## src/ism_pkg.sv

```systemverilog
// Constants and types shared by the serial bus master port.
// Assumes a 50 MHz system clock and a 32-bit APB register bus.
`default_nettype none

package ism_pkg;

  // System clock rate and the two serial clock rates.
  localparam int CLK_HZ = 50_000_000;
  localparam int SCL_STD_HZ = 100_000;
  localparam int SCL_FAST_HZ = 400_000;

  // Quarter of one serial clock period in system clocks, rounded down.
  localparam int QTR_STD = CLK_HZ / (4 * SCL_STD_HZ);
  localparam int QTR_FAST = CLK_HZ / (4 * SCL_FAST_HZ);

  // Width of the quarter-period counter.
  localparam int CNT_W = 8;

  // Register byte offsets.
  localparam logic [7:0] OFS_CTRL = 8'h00;
  localparam logic [7:0] OFS_TXD = 8'h04;
  localparam logic [7:0] OFS_RXD = 8'h08;
  localparam logic [7:0] OFS_EVT = 8'h0C;
  localparam logic [7:0] OFS_MASK = 8'h10;

  // Bit positions in the status and control register.
  localparam int B_STOP_WR = 0;
  localparam int B_STOP_RD = 1;
  localparam int B_TX_IEN = 2;
  localparam int B_TX_EMPTY = 3;
  localparam int B_FAST = 4;
  localparam int B_ERR = 5;
  localparam int B_RX_IEN = 6;
  localparam int B_RX_FULL = 7;

  // Reset value of the status and control register.
  localparam logic [7:0] CTRL_RST = 8'h08;

  // Bit positions in the event status and mask registers.
  localparam int EVT_W = 3;
  localparam int E_TX_EMPTY = 0;
  localparam int E_RX_FULL = 1;
  localparam int E_ERR = 2;
  localparam logic [EVT_W-1:0] EVT_RST = 3'h0;

  // Register selected by an address.
  typedef enum logic [2:0] {R_CTRL, R_TXD, R_RXD, R_EVT, R_MASK, R_NONE} ism_reg_t;

  // Phases of the serial byte engine.
  typedef enum logic [2:0] {S_IDLE, S_START, S_BIT, S_HOLD, S_STOP} ism_state_t;

  // Maps a byte address onto a register.
  function automatic ism_reg_t ism_decode(input logic [7:0] addr);
    unique case (addr)
      OFS_CTRL: ism_decode = R_CTRL;
      OFS_TXD: ism_decode = R_TXD;
      OFS_RXD: ism_decode = R_RXD;
      OFS_EVT: ism_decode = R_EVT;
      OFS_MASK: ism_decode = R_MASK;
      default: ism_decode = R_NONE;
    endcase
  endfunction : ism_decode

endpackage : ism_pkg

`default_nettype wire

```

## src/ism_eng_if.sv

```systemverilog
// Carrier between the register block and the serial byte engine.
// Assumes both ends run on the same system clock.
`timescale 1ns/100ps
`default_nettype none

interface ism_eng_if;
  logic cmd_valid; // A byte command is waiting.
  logic cmd_rd; // The waiting command receives rather than sends.
  logic cmd_stop; // A stop condition follows the byte.
  logic [7:0] cmd_data; // Byte to send.
  logic fast; // Selects the fast serial clock.
  logic loaded; // Pulse: the command entered the shift register.
  logic ld_rd; // The command in the shift register is a receive.
  logic done; // Pulse: the byte and its acknowledge slot are over.
  logic nack; // The slave did not acknowledge the last sent byte.
  logic [7:0] rx_data; // Shift register contents.

  // Register block side.
  modport ctl (output cmd_valid, cmd_rd, cmd_stop, cmd_data, fast,
    input loaded, ld_rd, done, nack, rx_data);

  // Engine side.
  modport eng (input cmd_valid, cmd_rd, cmd_stop, cmd_data, fast,
    output loaded, ld_rd, done, nack, rx_data);
endinterface : ism_eng_if

`default_nettype wire

```

## src/ism_engine.sv

```systemverilog
// Serial byte engine: start, eight data bits, acknowledge slot, stop.
// Assumes open-drain pins resolved outside; the pin inputs are asynchronous.
`timescale 1ns/100ps
`default_nettype none

module ism_engine
  import ism_pkg::*;
#(
  parameter int QTR_SLOW = QTR_STD,
  parameter int QTR_HIGH = QTR_FAST
) (
  input wire logic pclk,
  input wire logic presetn,
  ism_eng_if.eng bus,
  input wire logic scl_i,
  input wire logic sda_i,
  output logic scl_oe,
  output logic sda_oe
);

  // The counter must hold the reload and a quarter needs a few cycles.
  if (QTR_SLOW < 4 || QTR_SLOW > 255 || QTR_HIGH < 4 || QTR_HIGH > 255) begin : g_bad
    $error("ism_engine: quarter period out of range");
  end

  localparam logic [CNT_W-1:0] RLD_SLOW = CNT_W'(QTR_SLOW - 1);
  localparam logic [CNT_W-1:0] RLD_HIGH = CNT_W'(QTR_HIGH - 1);

  // Whole state of the engine.
  typedef struct packed {
    ism_state_t state;
    logic [1:0] q; // Quarter within the current bit.
    logic [CNT_W-1:0] cnt; // Free-running quarter counter.
    logic [3:0] bitn; // Bit index, 8 is the acknowledge slot.
    logic [7:0] shreg; // Serial data shift register.
    logic rd;
    logic stop;
    logic nack;
    logic scl_s1;
    logic scl_s2;
    logic sda_s1;
    logic sda_s2;
    logic scl_oe;
    logic sda_oe;
    logic loaded;
    logic done;
  } ism_eng_st_t;

  localparam ism_eng_st_t ENG_RST = '{state: S_IDLE, default: '0};

  ism_eng_st_t st_r; // Registered state.
  ism_eng_st_t st_nxt; // Next state.
  logic tick; // One quarter period has passed.
  logic adv; // The phase may move on; waits while a slave holds SCL low.
  logic byte_end; // Last quarter of the acknowledge slot.

  assign tick = (st_r.cnt == '0);
  assign adv = tick && !((st_r.state == S_BIT || st_r.state == S_STOP) &&
    st_r.q == 2'h2 && !st_r.scl_s2);
  assign byte_end = adv && st_r.state == S_BIT && st_r.q == 2'h3 && st_r.bitn == 4'h8;

  // Next-state logic; the counter never restarts so quarters stay even.
  always_comb begin
    st_nxt = st_r;
    st_nxt.loaded = 1'b0;
    st_nxt.done = 1'b0;
    st_nxt.scl_s1 = scl_i;
    st_nxt.scl_s2 = st_r.scl_s1;
    st_nxt.sda_s1 = sda_i;
    st_nxt.sda_s2 = st_r.sda_s1;
    st_nxt.cnt = tick ? (bus.fast ? RLD_HIGH : RLD_SLOW) : st_r.cnt - 1'b1;
    unique case (st_r.state)
      S_IDLE, S_HOLD: begin
        // A waiting byte enters the shift register; idle bus needs a start first.
        if (bus.cmd_valid) begin
          st_nxt.shreg = bus.cmd_data;
          st_nxt.rd = bus.cmd_rd;
          st_nxt.stop = bus.cmd_stop;
          st_nxt.nack = 1'b0;
          st_nxt.loaded = 1'b1;
          st_nxt.bitn = 4'h0;
          st_nxt.q = 2'h0;
          st_nxt.state = (st_r.state == S_IDLE) ? S_START : S_BIT;
        end
      end
      S_START: begin
        // SDA falls while SCL is high, then SCL falls.
        if (adv) begin
          st_nxt.q = st_r.q + 2'h1;
          if (st_r.q == 2'h0) begin
            st_nxt.sda_oe = 1'b1;
          end else if (st_r.q == 2'h1) begin
            st_nxt.scl_oe = 1'b1;
          end else begin
            st_nxt.q = 2'h0;
            st_nxt.state = S_BIT;
          end
        end
      end
      S_BIT: begin
        if (adv) begin
          st_nxt.q = st_r.q + 2'h1;
          unique case (st_r.q)
            2'h0: begin
              // SCL is low: set up data, or the acknowledge on a receive.
              if (st_r.bitn != 4'h8) begin
                st_nxt.sda_oe = !st_r.rd && !st_r.shreg[7];
              end else begin
                st_nxt.sda_oe = st_r.rd && !st_r.stop;
              end
            end
            2'h1: st_nxt.scl_oe = 1'b0;
            2'h2: begin
              // SCL is seen high: sample the line.
              if (st_r.bitn != 4'h8) begin
                st_nxt.shreg = {st_r.shreg[6:0], st_r.sda_s2};
              end else if (!st_r.rd) begin
                st_nxt.nack = st_r.sda_s2;
              end
            end
            2'h3: begin
              st_nxt.scl_oe = 1'b1;
              st_nxt.q = 2'h0;
              st_nxt.bitn = st_r.bitn + 4'h1;
              if (st_r.bitn == 4'h8) begin
                st_nxt.done = 1'b1;
                // A refused byte always ends the transfer.
                if (st_r.stop || (!st_r.rd && st_r.nack)) begin
                  st_nxt.state = S_STOP;
                end else begin
                  st_nxt.state = S_HOLD;
                end
              end
            end
          endcase
        end
      end
      S_STOP: begin
        // SDA low, SCL released, then SDA released while SCL is high.
        if (adv) begin
          st_nxt.q = st_r.q + 2'h1;
          unique case (st_r.q)
            2'h0: st_nxt.sda_oe = 1'b1;
            2'h1: st_nxt.scl_oe = 1'b0;
            2'h2: st_nxt.sda_oe = 1'b0;
            2'h3: begin
              st_nxt.q = 2'h0;
              st_nxt.state = S_IDLE;
            end
          endcase
        end
      end
    endcase
  end

  // State register.
  always_ff @(posedge pclk or negedge presetn) begin
    if (!presetn) begin
      st_r <= ENG_RST;
    end else begin
      st_r <= st_nxt;
    end
  end

  assign bus.loaded = st_r.loaded;
  assign bus.ld_rd = st_r.rd;
  assign bus.done = st_r.done;
  assign bus.nack = st_r.nack;
  assign bus.rx_data = st_r.shreg;
  assign scl_oe = st_r.scl_oe;
  assign sda_oe = st_r.sda_oe;
endmodule : ism_engine

`default_nettype wire

```

## src/ism_top.sv

```systemverilog
// Serial bus master port: APB registers, handshake flags, interrupt.
// Assumes an APB master on pclk and open-drain SCL and SDA wires outside.
//
// Implementation choices: the APB interface to the registers and the address map.
`timescale 1ns/100ps
`default_nettype none

module ism_top
  import ism_pkg::*;
#(
  parameter int QTR_SLOW = QTR_STD,
  parameter int QTR_HIGH = QTR_FAST
) (
  input wire logic pclk,
  input wire logic presetn,
  input wire logic psel,
  input wire logic penable,
  input wire logic pwrite,
  input wire logic [7:0] paddr,
  input wire logic [31:0] pwdata,
  output logic [31:0] prdata,
  output logic pready,
  output logic pslverr,
  output logic irq,
  input wire logic scl_i,
  output logic scl_o,
  output logic scl_oe,
  input wire logic sda_i,
  output logic sda_o,
  output logic sda_oe
);

  // Whole state of the register block.
  typedef struct packed {
    logic stop_wr; // Stop after a sent byte.
    logic stop_rd; // Stop after a received byte.
    logic tx_ien; // Transmit empty interrupt enable.
    logic tx_empty_flag; // Transmit holding byte is free.
    logic fast; // 400 kHz when set.
    logic err; // Slave did not acknowledge.
    logic rx_ien; // Receive ready interrupt enable.
    logic rx_full_flag; // Received byte waits to be read.
    logic [7:0] tx_data; // Transmit holding byte.
    logic [7:0] rx_data; // Last received byte.
    logic rd_req; // Software asked for one byte to be received.
    logic tx_wr_d; // A transmit write landed in the previous cycle.
    logic rx_req_d; // A receive request landed in the previous cycle.
    logic [EVT_W-1:0] evt; // Sticky events, cleared by reading.
    logic [EVT_W-1:0] mask; // Event interrupt mask.
    logic [31:0] prdata;
    logic pready;
    logic pslverr;
    logic irq;
  } ism_top_st_t;

  localparam ism_top_st_t TOP_RST = '{tx_empty_flag: CTRL_RST[B_TX_EMPTY], evt: EVT_RST,
    mask: EVT_RST, default: '0};

  ism_top_st_t st_r; // Registered state.
  ism_top_st_t st_nxt; // Next state.
  ism_reg_t sel; // Register under the current address.
  logic setup_acc; // First access cycle: read data is captured.
  logic done_acc; // Handshake cycle: writes and read side effects land.
  logic tx_wr; // Software writes the transmit byte now.
  logic rx_req_wr; // Software asks for a receive now.
  logic tx_taken; // A sent byte left the holding register and no write replaced it.

  ism_eng_if eng_bus ();

  // Packs the status and control register.
  function automatic logic [7:0] ctrl_byte(input ism_top_st_t s);
    logic [7:0] v;
    v = 8'h00;
    v[B_STOP_WR] = s.stop_wr;
    v[B_STOP_RD] = s.stop_rd;
    v[B_TX_IEN] = s.tx_ien;
    v[B_TX_EMPTY] = s.tx_empty_flag;
    v[B_FAST] = s.fast;
    v[B_ERR] = s.err;
    v[B_RX_IEN] = s.rx_ien;
    v[B_RX_FULL] = s.rx_full_flag;
    return v;
  endfunction : ctrl_byte

  // Interrupt level for a given state.
  function automatic logic irq_of(input ism_top_st_t s);
    return (s.tx_empty_flag && s.tx_ien) || (s.rx_full_flag && s.rx_ien) ||
      |(s.evt & s.mask);
  endfunction : irq_of

  assign sel = ism_decode(paddr);
  assign setup_acc = psel && penable && !st_r.pready;
  assign done_acc = psel && penable && st_r.pready;
  assign tx_wr = done_acc && pwrite && sel == R_TXD;
  assign rx_req_wr = done_acc && pwrite && sel == R_RXD;
  assign tx_taken = eng_bus.loaded && !eng_bus.ld_rd && !tx_wr && !st_r.tx_wr_d;

  // A held transmit byte goes before a receive request.
  assign eng_bus.cmd_valid = !st_r.tx_empty_flag || st_r.rd_req;
  assign eng_bus.cmd_rd = st_r.tx_empty_flag;
  assign eng_bus.cmd_stop = st_r.tx_empty_flag ? st_r.stop_rd : st_r.stop_wr;
  assign eng_bus.cmd_data = st_r.tx_data;
  assign eng_bus.fast = st_r.fast;

  // Next-state logic: bus answer, software effects, then hardware events.
  // Hardware events come last so that a set beats a clear in the same cycle, except for tx_empty_flag, where a write wins.
  always_comb begin
    st_nxt = st_r;
    // One wait state: pready rises in the second access cycle.
    st_nxt.pready = setup_acc;
    st_nxt.pslverr = setup_acc && sel == R_NONE;
    if (setup_acc) begin
      unique case (sel)
        R_CTRL: st_nxt.prdata = {24'h000000, ctrl_byte(st_r)};
        R_RXD: st_nxt.prdata = {24'h000000, st_r.rx_data};
        R_EVT: st_nxt.prdata = {29'h00000000, st_r.evt};
        R_MASK: st_nxt.prdata = {29'h00000000, st_r.mask};
        R_TXD, R_NONE: st_nxt.prdata = 32'h00000000;
      endcase
      if (pwrite) begin
        st_nxt.prdata = 32'h00000000;
      end
    end
    // Register writes at the handshake edge.
    if (done_acc && pwrite) begin
      unique case (sel)
        R_CTRL: begin
          st_nxt.stop_wr = pwdata[B_STOP_WR];
          st_nxt.stop_rd = pwdata[B_STOP_RD];
          st_nxt.tx_ien = pwdata[B_TX_IEN];
          st_nxt.fast = pwdata[B_FAST];
          st_nxt.rx_ien = pwdata[B_RX_IEN];
          if (pwdata[B_ERR]) begin
            st_nxt.err = 1'b0;
          end
        end
        R_TXD: begin
          // A write while full replaces the held byte.
          st_nxt.tx_data = pwdata[7:0];
          st_nxt.tx_empty_flag = 1'b0;
        end
        R_RXD: st_nxt.rd_req = 1'b1;
        R_MASK: st_nxt.mask = pwdata[EVT_W-1:0];
        R_EVT, R_NONE: begin
        end
      endcase
    end
    // Read side effects; only the event bits that were shown are cleared.
    if (done_acc && !pwrite) begin
      if (sel == R_RXD) begin
        st_nxt.rx_full_flag = 1'b0;
      end
      if (sel == R_EVT) begin
        st_nxt.evt = st_r.evt & ~st_r.prdata[EVT_W-1:0];
      end
    end
    // Engine events. A write in the cycle the engine took the old byte, or in the
    // cycle after, leaves a new byte held, so the empty flag must stay clear.
    if (tx_taken) begin
      st_nxt.tx_empty_flag = 1'b1;
    end
    // The same holds for a receive request that meets the loading of an earlier one.
    if (eng_bus.loaded && eng_bus.ld_rd && !rx_req_wr && !st_r.rx_req_d) begin
      st_nxt.rd_req = 1'b0;
    end
    if (eng_bus.done && eng_bus.ld_rd) begin
      st_nxt.rx_data = eng_bus.rx_data;
      st_nxt.rx_full_flag = 1'b1;
    end
    if (eng_bus.done && eng_bus.nack) begin
      st_nxt.err = 1'b1;
    end
    st_nxt.tx_wr_d = tx_wr;
    st_nxt.rx_req_d = rx_req_wr;
    st_nxt.evt[E_TX_EMPTY] = st_nxt.evt[E_TX_EMPTY] || (eng_bus.loaded && !eng_bus.ld_rd);
    st_nxt.evt[E_RX_FULL] = st_nxt.evt[E_RX_FULL] || (eng_bus.done && eng_bus.ld_rd);
    st_nxt.evt[E_ERR] = st_nxt.evt[E_ERR] || (eng_bus.done && eng_bus.nack);
    st_nxt.irq = irq_of(st_nxt);
  end

  // State register.
  always_ff @(posedge pclk or negedge presetn) begin
    if (!presetn) begin
      st_r <= TOP_RST;
    end else begin
      st_r <= st_nxt;
    end
  end

  // Serial byte engine; it owns the pin synchronisers.
  ism_engine #(
    .QTR_SLOW(QTR_SLOW),
    .QTR_HIGH(QTR_HIGH)
  ) u_engine (
    .pclk(pclk),
    .presetn(presetn),
    .bus(eng_bus),
    .scl_i(scl_i),
    .sda_i(sda_i),
    .scl_oe(scl_oe),
    .sda_oe(sda_oe)
  );

  assign prdata = st_r.prdata;
  assign pready = st_r.pready;
  assign pslverr = st_r.pslverr;
  assign irq = st_r.irq;
  // Open-drain pins only ever pull low.
  assign scl_o = 1'b0;
  assign sda_o = 1'b0;
endmodule : ism_top

`default_nettype wire

```

## config.mk

```make
export PLATFORM = sky130hd
export DESIGN_NAME = ism_top
export DESIGN_NICKNAME = d
export VERILOG_FILES = /design/src/ism_pkg.sv /design/src/ism_eng_if.sv /design/src/ism_engine.sv /design/src/ism_top.sv
export SDC_FILE = /design/constraint.sdc
export NUM_CORES = 1
export LEC_CHECK = 0
export BUFFER_PORTS_ARGS = -buffer_cell sky130_fd_sc_hd__buf_2
export CAP_MARGIN = 10
export CORE_MARGIN = 4
export CORE_UTILIZATION = 50
export DETAILED_ROUTE_END_ITERATION = 10
export HOLD_SLACK_MARGIN = 0.05
export PLACE_DENSITY = 0.76
export RECOVER_POWER = 25
export SLEW_MARGIN = 10
export SYNTH_ARGS = -nofsm -noshare
export SYNTH_HDL_FRONTEND = slang
export SYNTH_SLANG_ARGS = --single-unit
```

## constraint.sdc

```tcl
create_clock -name pclk -period 2.2 [get_ports pclk]
set_input_delay 0.22 -clock pclk [delete_from_list [all_inputs] [get_ports pclk]]
set_output_delay 0.22 -clock pclk [all_outputs]
set_load 0.02 [all_outputs]
```

# ---- After elaboration in Yosys (flattened, before gate mapping)
# Index checks and enable logic that the tools add are counted.
dict set report word_totals {
  register_bits 104
  inputBits 47
  out_inout_bits 39
  word_cells 213
}
dict set report op_classes {
  n_addsub 3
  eq_ne 37
  muxes 64
  bitwise 3
  reduce_logical 71
}
# op count
set ops {}
lappend ops {{one-hot mux 32 bit (5 select lines)} 1}
lappend ops {{2-to-1 mux 5 bit} 9}
lappend ops {{2-to-1 mux 32 bit} 1}
lappend ops {{2-to-1 mux 1 bit} 28}
lappend ops {{logical AND 1 bit} 24}
lappend ops {{2-to-1 mux 8 bit} 3}
lappend ops {{one-hot mux 12 bit (2 select lines)} 1}
lappend ops {{!= test 2 bit, second input constant} 11}
lappend ops {{2-to-1 mux 3 bit} 7}
lappend ops {{one-hot mux 5 bit (4 select lines)} 1}
lappend ops {{equality test 8 x 4 -> 1 bit, second input constant} 2}
lappend ops {{logical NOT 8 bit} 2}
lappend ops {{2-to-1 mux 15 bit} 1}
lappend ops {{one-hot mux 3 bit (5 select lines)} 1}
lappend ops {{equality test 3 x 2 -> 1 bit, second input constant} 4}
lappend ops {{logical NOT 1 bit} 12}
lappend ops {{2-to-1 mux 12 bit} 1}
lappend ops {{!= test 2 x 1 -> 1 bit, second input constant} 6}
lappend ops {{nonzero test 2 bit} 6}
lappend ops {{equality test 3 bit, second input constant} 3}
lappend ops {{AND reduction 9 bit} 1}
lappend ops {{equality test 8 x 3 -> 1 bit, second input constant} 1}
lappend ops {{equality test 8 x 5 -> 1 bit, second input constant} 1}
lappend ops {{logical OR 1 bit} 8}
lappend ops {{other kinds (28)} 43}

# ---- Longest topological paths before layout
dict set report depth {
  word_depth 11
  depth_mapped 8
}

# ---- Cells and area by module
# From an unflattened synthesis, not the netlist that was laid out.
dict set report unflattened {
  hier_cells 402
  area_unflattened_um2 4374.2
}
# module n_inst cells_each area_each_um2
set by_module_without_submodules {}
lappend by_module_without_submodules {ism_top 1 185 2197.1}
lappend by_module_without_submodules {ism_engine 1 217 2177.1}

# ---- Worst setup path before layout
# Ideal clock, no wire load.
dict set report synth_path {
  path_type {reg2reg}
  start {register u_engine.st_r[31] (netlist name)}
  end {register u_engine.st_r[33] (netlist name)}
  setup_time_ns 0.125
  arrival_ns 1.927
  path_slack_ns 0.148
  stages_incl_launch_ff 8
  n_path_buf 0
  path_cell_list {dfrtp_1 > inv_1 > ha_1 > nand2b_1 > o311ai_2 > a22oi_2 > nand4_1 > mux2_2}
}
dict set report synth_via {
  elab_chain_len 7
}
# item line
set synth_lines {}
lappend synth_lines {{from (decl)} ism_engine.sv:51} ;# ism_eng_st_t st_r;
lappend synth_lines {{from (signal assigned)} ism_engine.sv:161} ;# st_r <= st_nxt;
lappend synth_lines {{equality test 2 bit} ism_engine.sv:59} ;# st_r.q == 2'h2 && !st_r.scl_s2);
lappend synth_lines {{logical AND 1 bit} ism_engine.sv:58} ;# assign adv = tick && !((st_r.state == S_BIT || st_r.state == S_STOP) &&
lappend synth_lines {{logical AND 1 bit} ism_engine.sv:59}
lappend synth_lines {{logical NOT 1 bit} ism_engine.sv:58}
lappend synth_lines {{logical AND 1 bit} ism_engine.sv:58}
lappend synth_lines {{!= test 2 x 1 -> 1 bit (no source line)} -}
lappend synth_lines {{AND reduction 9 bit (no source line) *} -}
# Every way passes the cells marked *; elsewhere a longest branch is shown, timed or not.
# A chain may end at the register's enable or synchronous reset.

# ---- Worst setup path after layout
dict set report layout_path {
  start {register u_engine.st_r[31] (netlist name)}
  end {register u_engine.st_r[35] (netlist name)}
}
# Same word-level chain as after synthesis.

==> metrics.md <==
| Metric | Value |
|---|---|
| Vias in the first global route | `about 3100` |
| Setup violators final | `0` |
| Top FF cell, synth | `dfrtp_1` |
| Final Hold Vio Count | `0` |
| Slowest stage delay, CP | `about 0.47 ns` |
| Reg-to-reg slack, setup | `0.14 ns` |
| Pwr Density | `between 600 and 700 nW/um^2` |
| Hold Path End | `eng_bus.cmd_data[7]` |
| Synthesized area | `~4200 sq um` |
| GRT Util Overall | `0.189` |
| Nets@finish | `507` |
| CP top delay family | `compound AO/OA/AOI/OAI gates` |
| Worst EP arrival | `2.30 ns` |
| Type of element capturing the critical path | `register` |
| Worst EP required | `2.44 ns` |
| Fin crit share | `0.935` |
| Post-Synthesis Cells | `401` |
| Status | `finished clean` |
| Tmin final | `2.06 ns` |
| Clk pin slew, worst setup/hold paths | `0.08 ns` |
| Wire length per cell | `15.6 um` |
| Die H | `99.9 um` |
| Commonest non-fill, non-tap cells in the layout | `dfrtp_1, nand2_1, buf_2, nor2_1, mux2_2` |
| CORE AREA | `8220 sq um` |
| Yosys reg bits | `80` |
| Std cell rows | `33` |
| Peak VDD IR | `326 uV` |
| Initial DRC Count | `230` |
| Mean Syn Cell Area | `~11 sq um` |
| Max-slew headroom | `0.379` |
| Pin count of the biggest net entering global routing | `39` |
| EDFF count, synth | `0` |
| Crit-path slowest cell | `o311ai_4` |
| Ratio of cells with drive above 1 in the final layout | `0.266` |
| RR Endpoint | `u_engine.st_r[35]` |
| Synth cell types | `61` |
| Die area | `9970 sq um` |
| Vias per cell | `5.56` |
| Num CTS Buffers | `9` |
| Post-Route WL | `8.76 mm` |
| N_diodes | `0` |
| DRC | `0` |
| Hold Path Origin | `pwdata[7]` |
| Final core utilization | `0.584` |
| RSZ-0062 raised after global routing | `yes` |
| Gpl congestion | `0.915` |
| Via count | `3113` |
| Seq/Total Area, Yosys | `0.475` |
| Synth warnings | `0` |
| Die Wd | `99.9 um` |
| Initial Util | `0.513` |
| Syn-to-layout area delta | `13.7%` |
| Maximum clock rate | `0.486 GHz` |
| LEAKAGE | `2.21 nW` |
| R2r worst-path depth | `7` |
| Async S/R FF share, synth | `1.00` |
| # clock sinks | `80` |
| Slew Limit Fails | `0` |
| Routed Antenna Nets | `0` |
| Class of the tightest hold or removal check | `in -> reg` |
| Clock Tree Root | `clkbuf_8` |
| Kind of critical path | `reg -> reg` |
| Setup Skew | `0.00666 ns` |
| CP max FO | `5` |
| WHS Path Cells | `2` |
| Initial antenna violation count | `0` |
| Drt pass-1 iters | `4` |
| H-tree Lvls | `3` |
| Worst Max-Slew Pin Slew | `0.931 ns` |
| Longest Clk Path Bufs | `2` |
| First-pass GRT wire length | `15.0 mm` |
| Max Cap Viol | `0` |
| Final instance area | `4800 sq um` |
| DP Wirelength | `6.59 mm` |
| Buf+Inv Stages, Crit Path | `1` |
| Port Buffers | `35` |
| CP Cell Sequence | `inv_1, ha_1, nand2b_1, o311ai_4, a22oi_2, nand4_1, mux2_2` |
| Post-CTS setup buffers | `0` |
| Post-DP Area | `about 4500 sq um` |
| Startpoint Class | `register` |
| Most common cell after layout, fill and taps aside | `dfrtp_1` |
| Hold slack final | `0.0957 ns` |
| Clk_lat worst skew | `0.35 ns` |
| FF-to-FF Start | `u_engine.st_r[31]` |
| Io pins | `86` |
| Grt total ovfl | `0` |
| CTS tree | `yes` |
## kinds of logic (layout without fill, tap and decap cells)
group	Yosys count	after routing	synth area share
AO/OA/AOI/OAI	79	79	0.129
multiplexers	32	32	0.0854
flip-flops	80	80	0.475
AND/OR/NAND/NOR	132	132	0.173
XOR/XNOR	8	8	0.0166
buffers and inverters	58	87	0.0884
other	1	26	0.000889
adder cells (fa/ha/maj)	11	11	0.0320
## metrics by stage
step / setup TNS [ns] / std cells / total power [mW] / setup WS, ns
6_report: 0 / 560 / 3.19 / 0.143
5_1_grt: -0.0263 / 560 / 3.30 / -0.0230
4_1_cts: 0 / 560 / 3.22 / 0.0120
3_5_place_dp: 0 / 541 / 1.65 / 0.0823
3_3_place_gp: 0 / 541 / 1.64 / 0.104
2_1_floorplan: 0 / 426 / 1.61 / 0.148
## timing repair
item	4_1_cts	5_1_grt
gates resized for setup	0	4
hold endpoints to repair	37	0
hold buffers	3	0
endpoints found under the setup margin	0	7
## cell usage after synthesis, drive strengths merged (2+ instances only)
cell type / instances / share of area
and3: 3 / 0.0044
nor3: 9 / 0.012
clkbuf: 7 / 0.0086
a31oi: 10 / 0.015
a221o: 3 / 0.0071
or3: 3 / 0.0044
ha: 10 / 0.030
nor3b: 5 / 0.011
nand4: 4 / 0.0059
and2: 4 / 0.0065
xor2: 2 / 0.0042
a22o: 2 / 0.0042
buf: 40 / 0.070
a21boi: 4 / 0.0071
nor2b: 4 / 0.0059
nand2: 38 / 0.034
nand3: 11 / 0.014
dfrtp: 79 / 0.47
nor4: 3 / 0.015
o41ai: 4 / 0.0083
nand2b: 7 / 0.010
xnor2: 6 / 0.012
a2111oi: 2 / 0.0086
o21ai: 20 / 0.024
mux2i: 3 / 0.0071
inv: 11 / 0.0098
nor2: 30 / 0.027
nand3b: 2 / 0.0036
nand4b: 2 / 0.0042
mux2: 29 / 0.078
and4b: 2 / 0.0050
a21oi: 17 / 0.020
a22oi: 8 / 0.015
or2: 2 / 0.0030
a32o: 2 / 0.0047
## state kept, by name, indices dropped and copies added (netlist names)
signal / cells
u_engine.bus.nack: 1
eng_bus.cmd_data: 8
pready: 1
u_engine.st_nxt: 2
eng_bus.cmd_rd: 1
u_engine.bus.ld_rd: 1
u_engine.sda_oe: 1
u_engine.bus.loaded: 1
pslverr: 1
u_engine.st_r: 20
u_engine.scl_oe: 1
u_engine.bus.rx_data: 8
irq: 1
prdata: 8
st_r: 23
u_engine.bus.done: 1
eng_bus.fast: 1
## area by class of cell
cell class,instances,area [sq um]
timing repair buffer,60,364
clock inverter,5,150
sequential,80,2000
clock buffer,11,151
tap,105,131
fill,693,3420
multi-input combinational,288,1950
inverter,11,41.3
## worst max path at each step
stage	start	endpoint	slack (ns)	cells after the start
3_3_place_gp	paddr[7]	irq	0.10	6
3_5_place_dp	u_engine.st_r[31]	u_engine.st_r[35]	0.08	7
6_report	u_engine.st_r[31]	u_engine.st_r[35]	0.14	7
5_1_grt	u_engine.st_r[23]	u_engine.bus.nack	-0.02	8
4_1_cts	u_engine.st_r[23]	u_engine.bus.nack	0.01	8
2_1_floorplan	u_engine.st_r[31]	u_engine.st_r[33]	0.15	7
## power breakdown
group | internal [mW] | switching [mW]
clock network | 1.05 | 0.528
logic | 0.0314 | 0.105
registers | 1.48 | 0.00308
total | 2.55 | 0.636
## layer usage
layer / part of all wire / track usage
met3: 0.052 / 0.0278
met5: 0 / 0
met4: 0.027 / 0.0840
met2: 0.47 / 0.301
met1: 0.45 / 0.258
(Power assumes the default switching activity.)
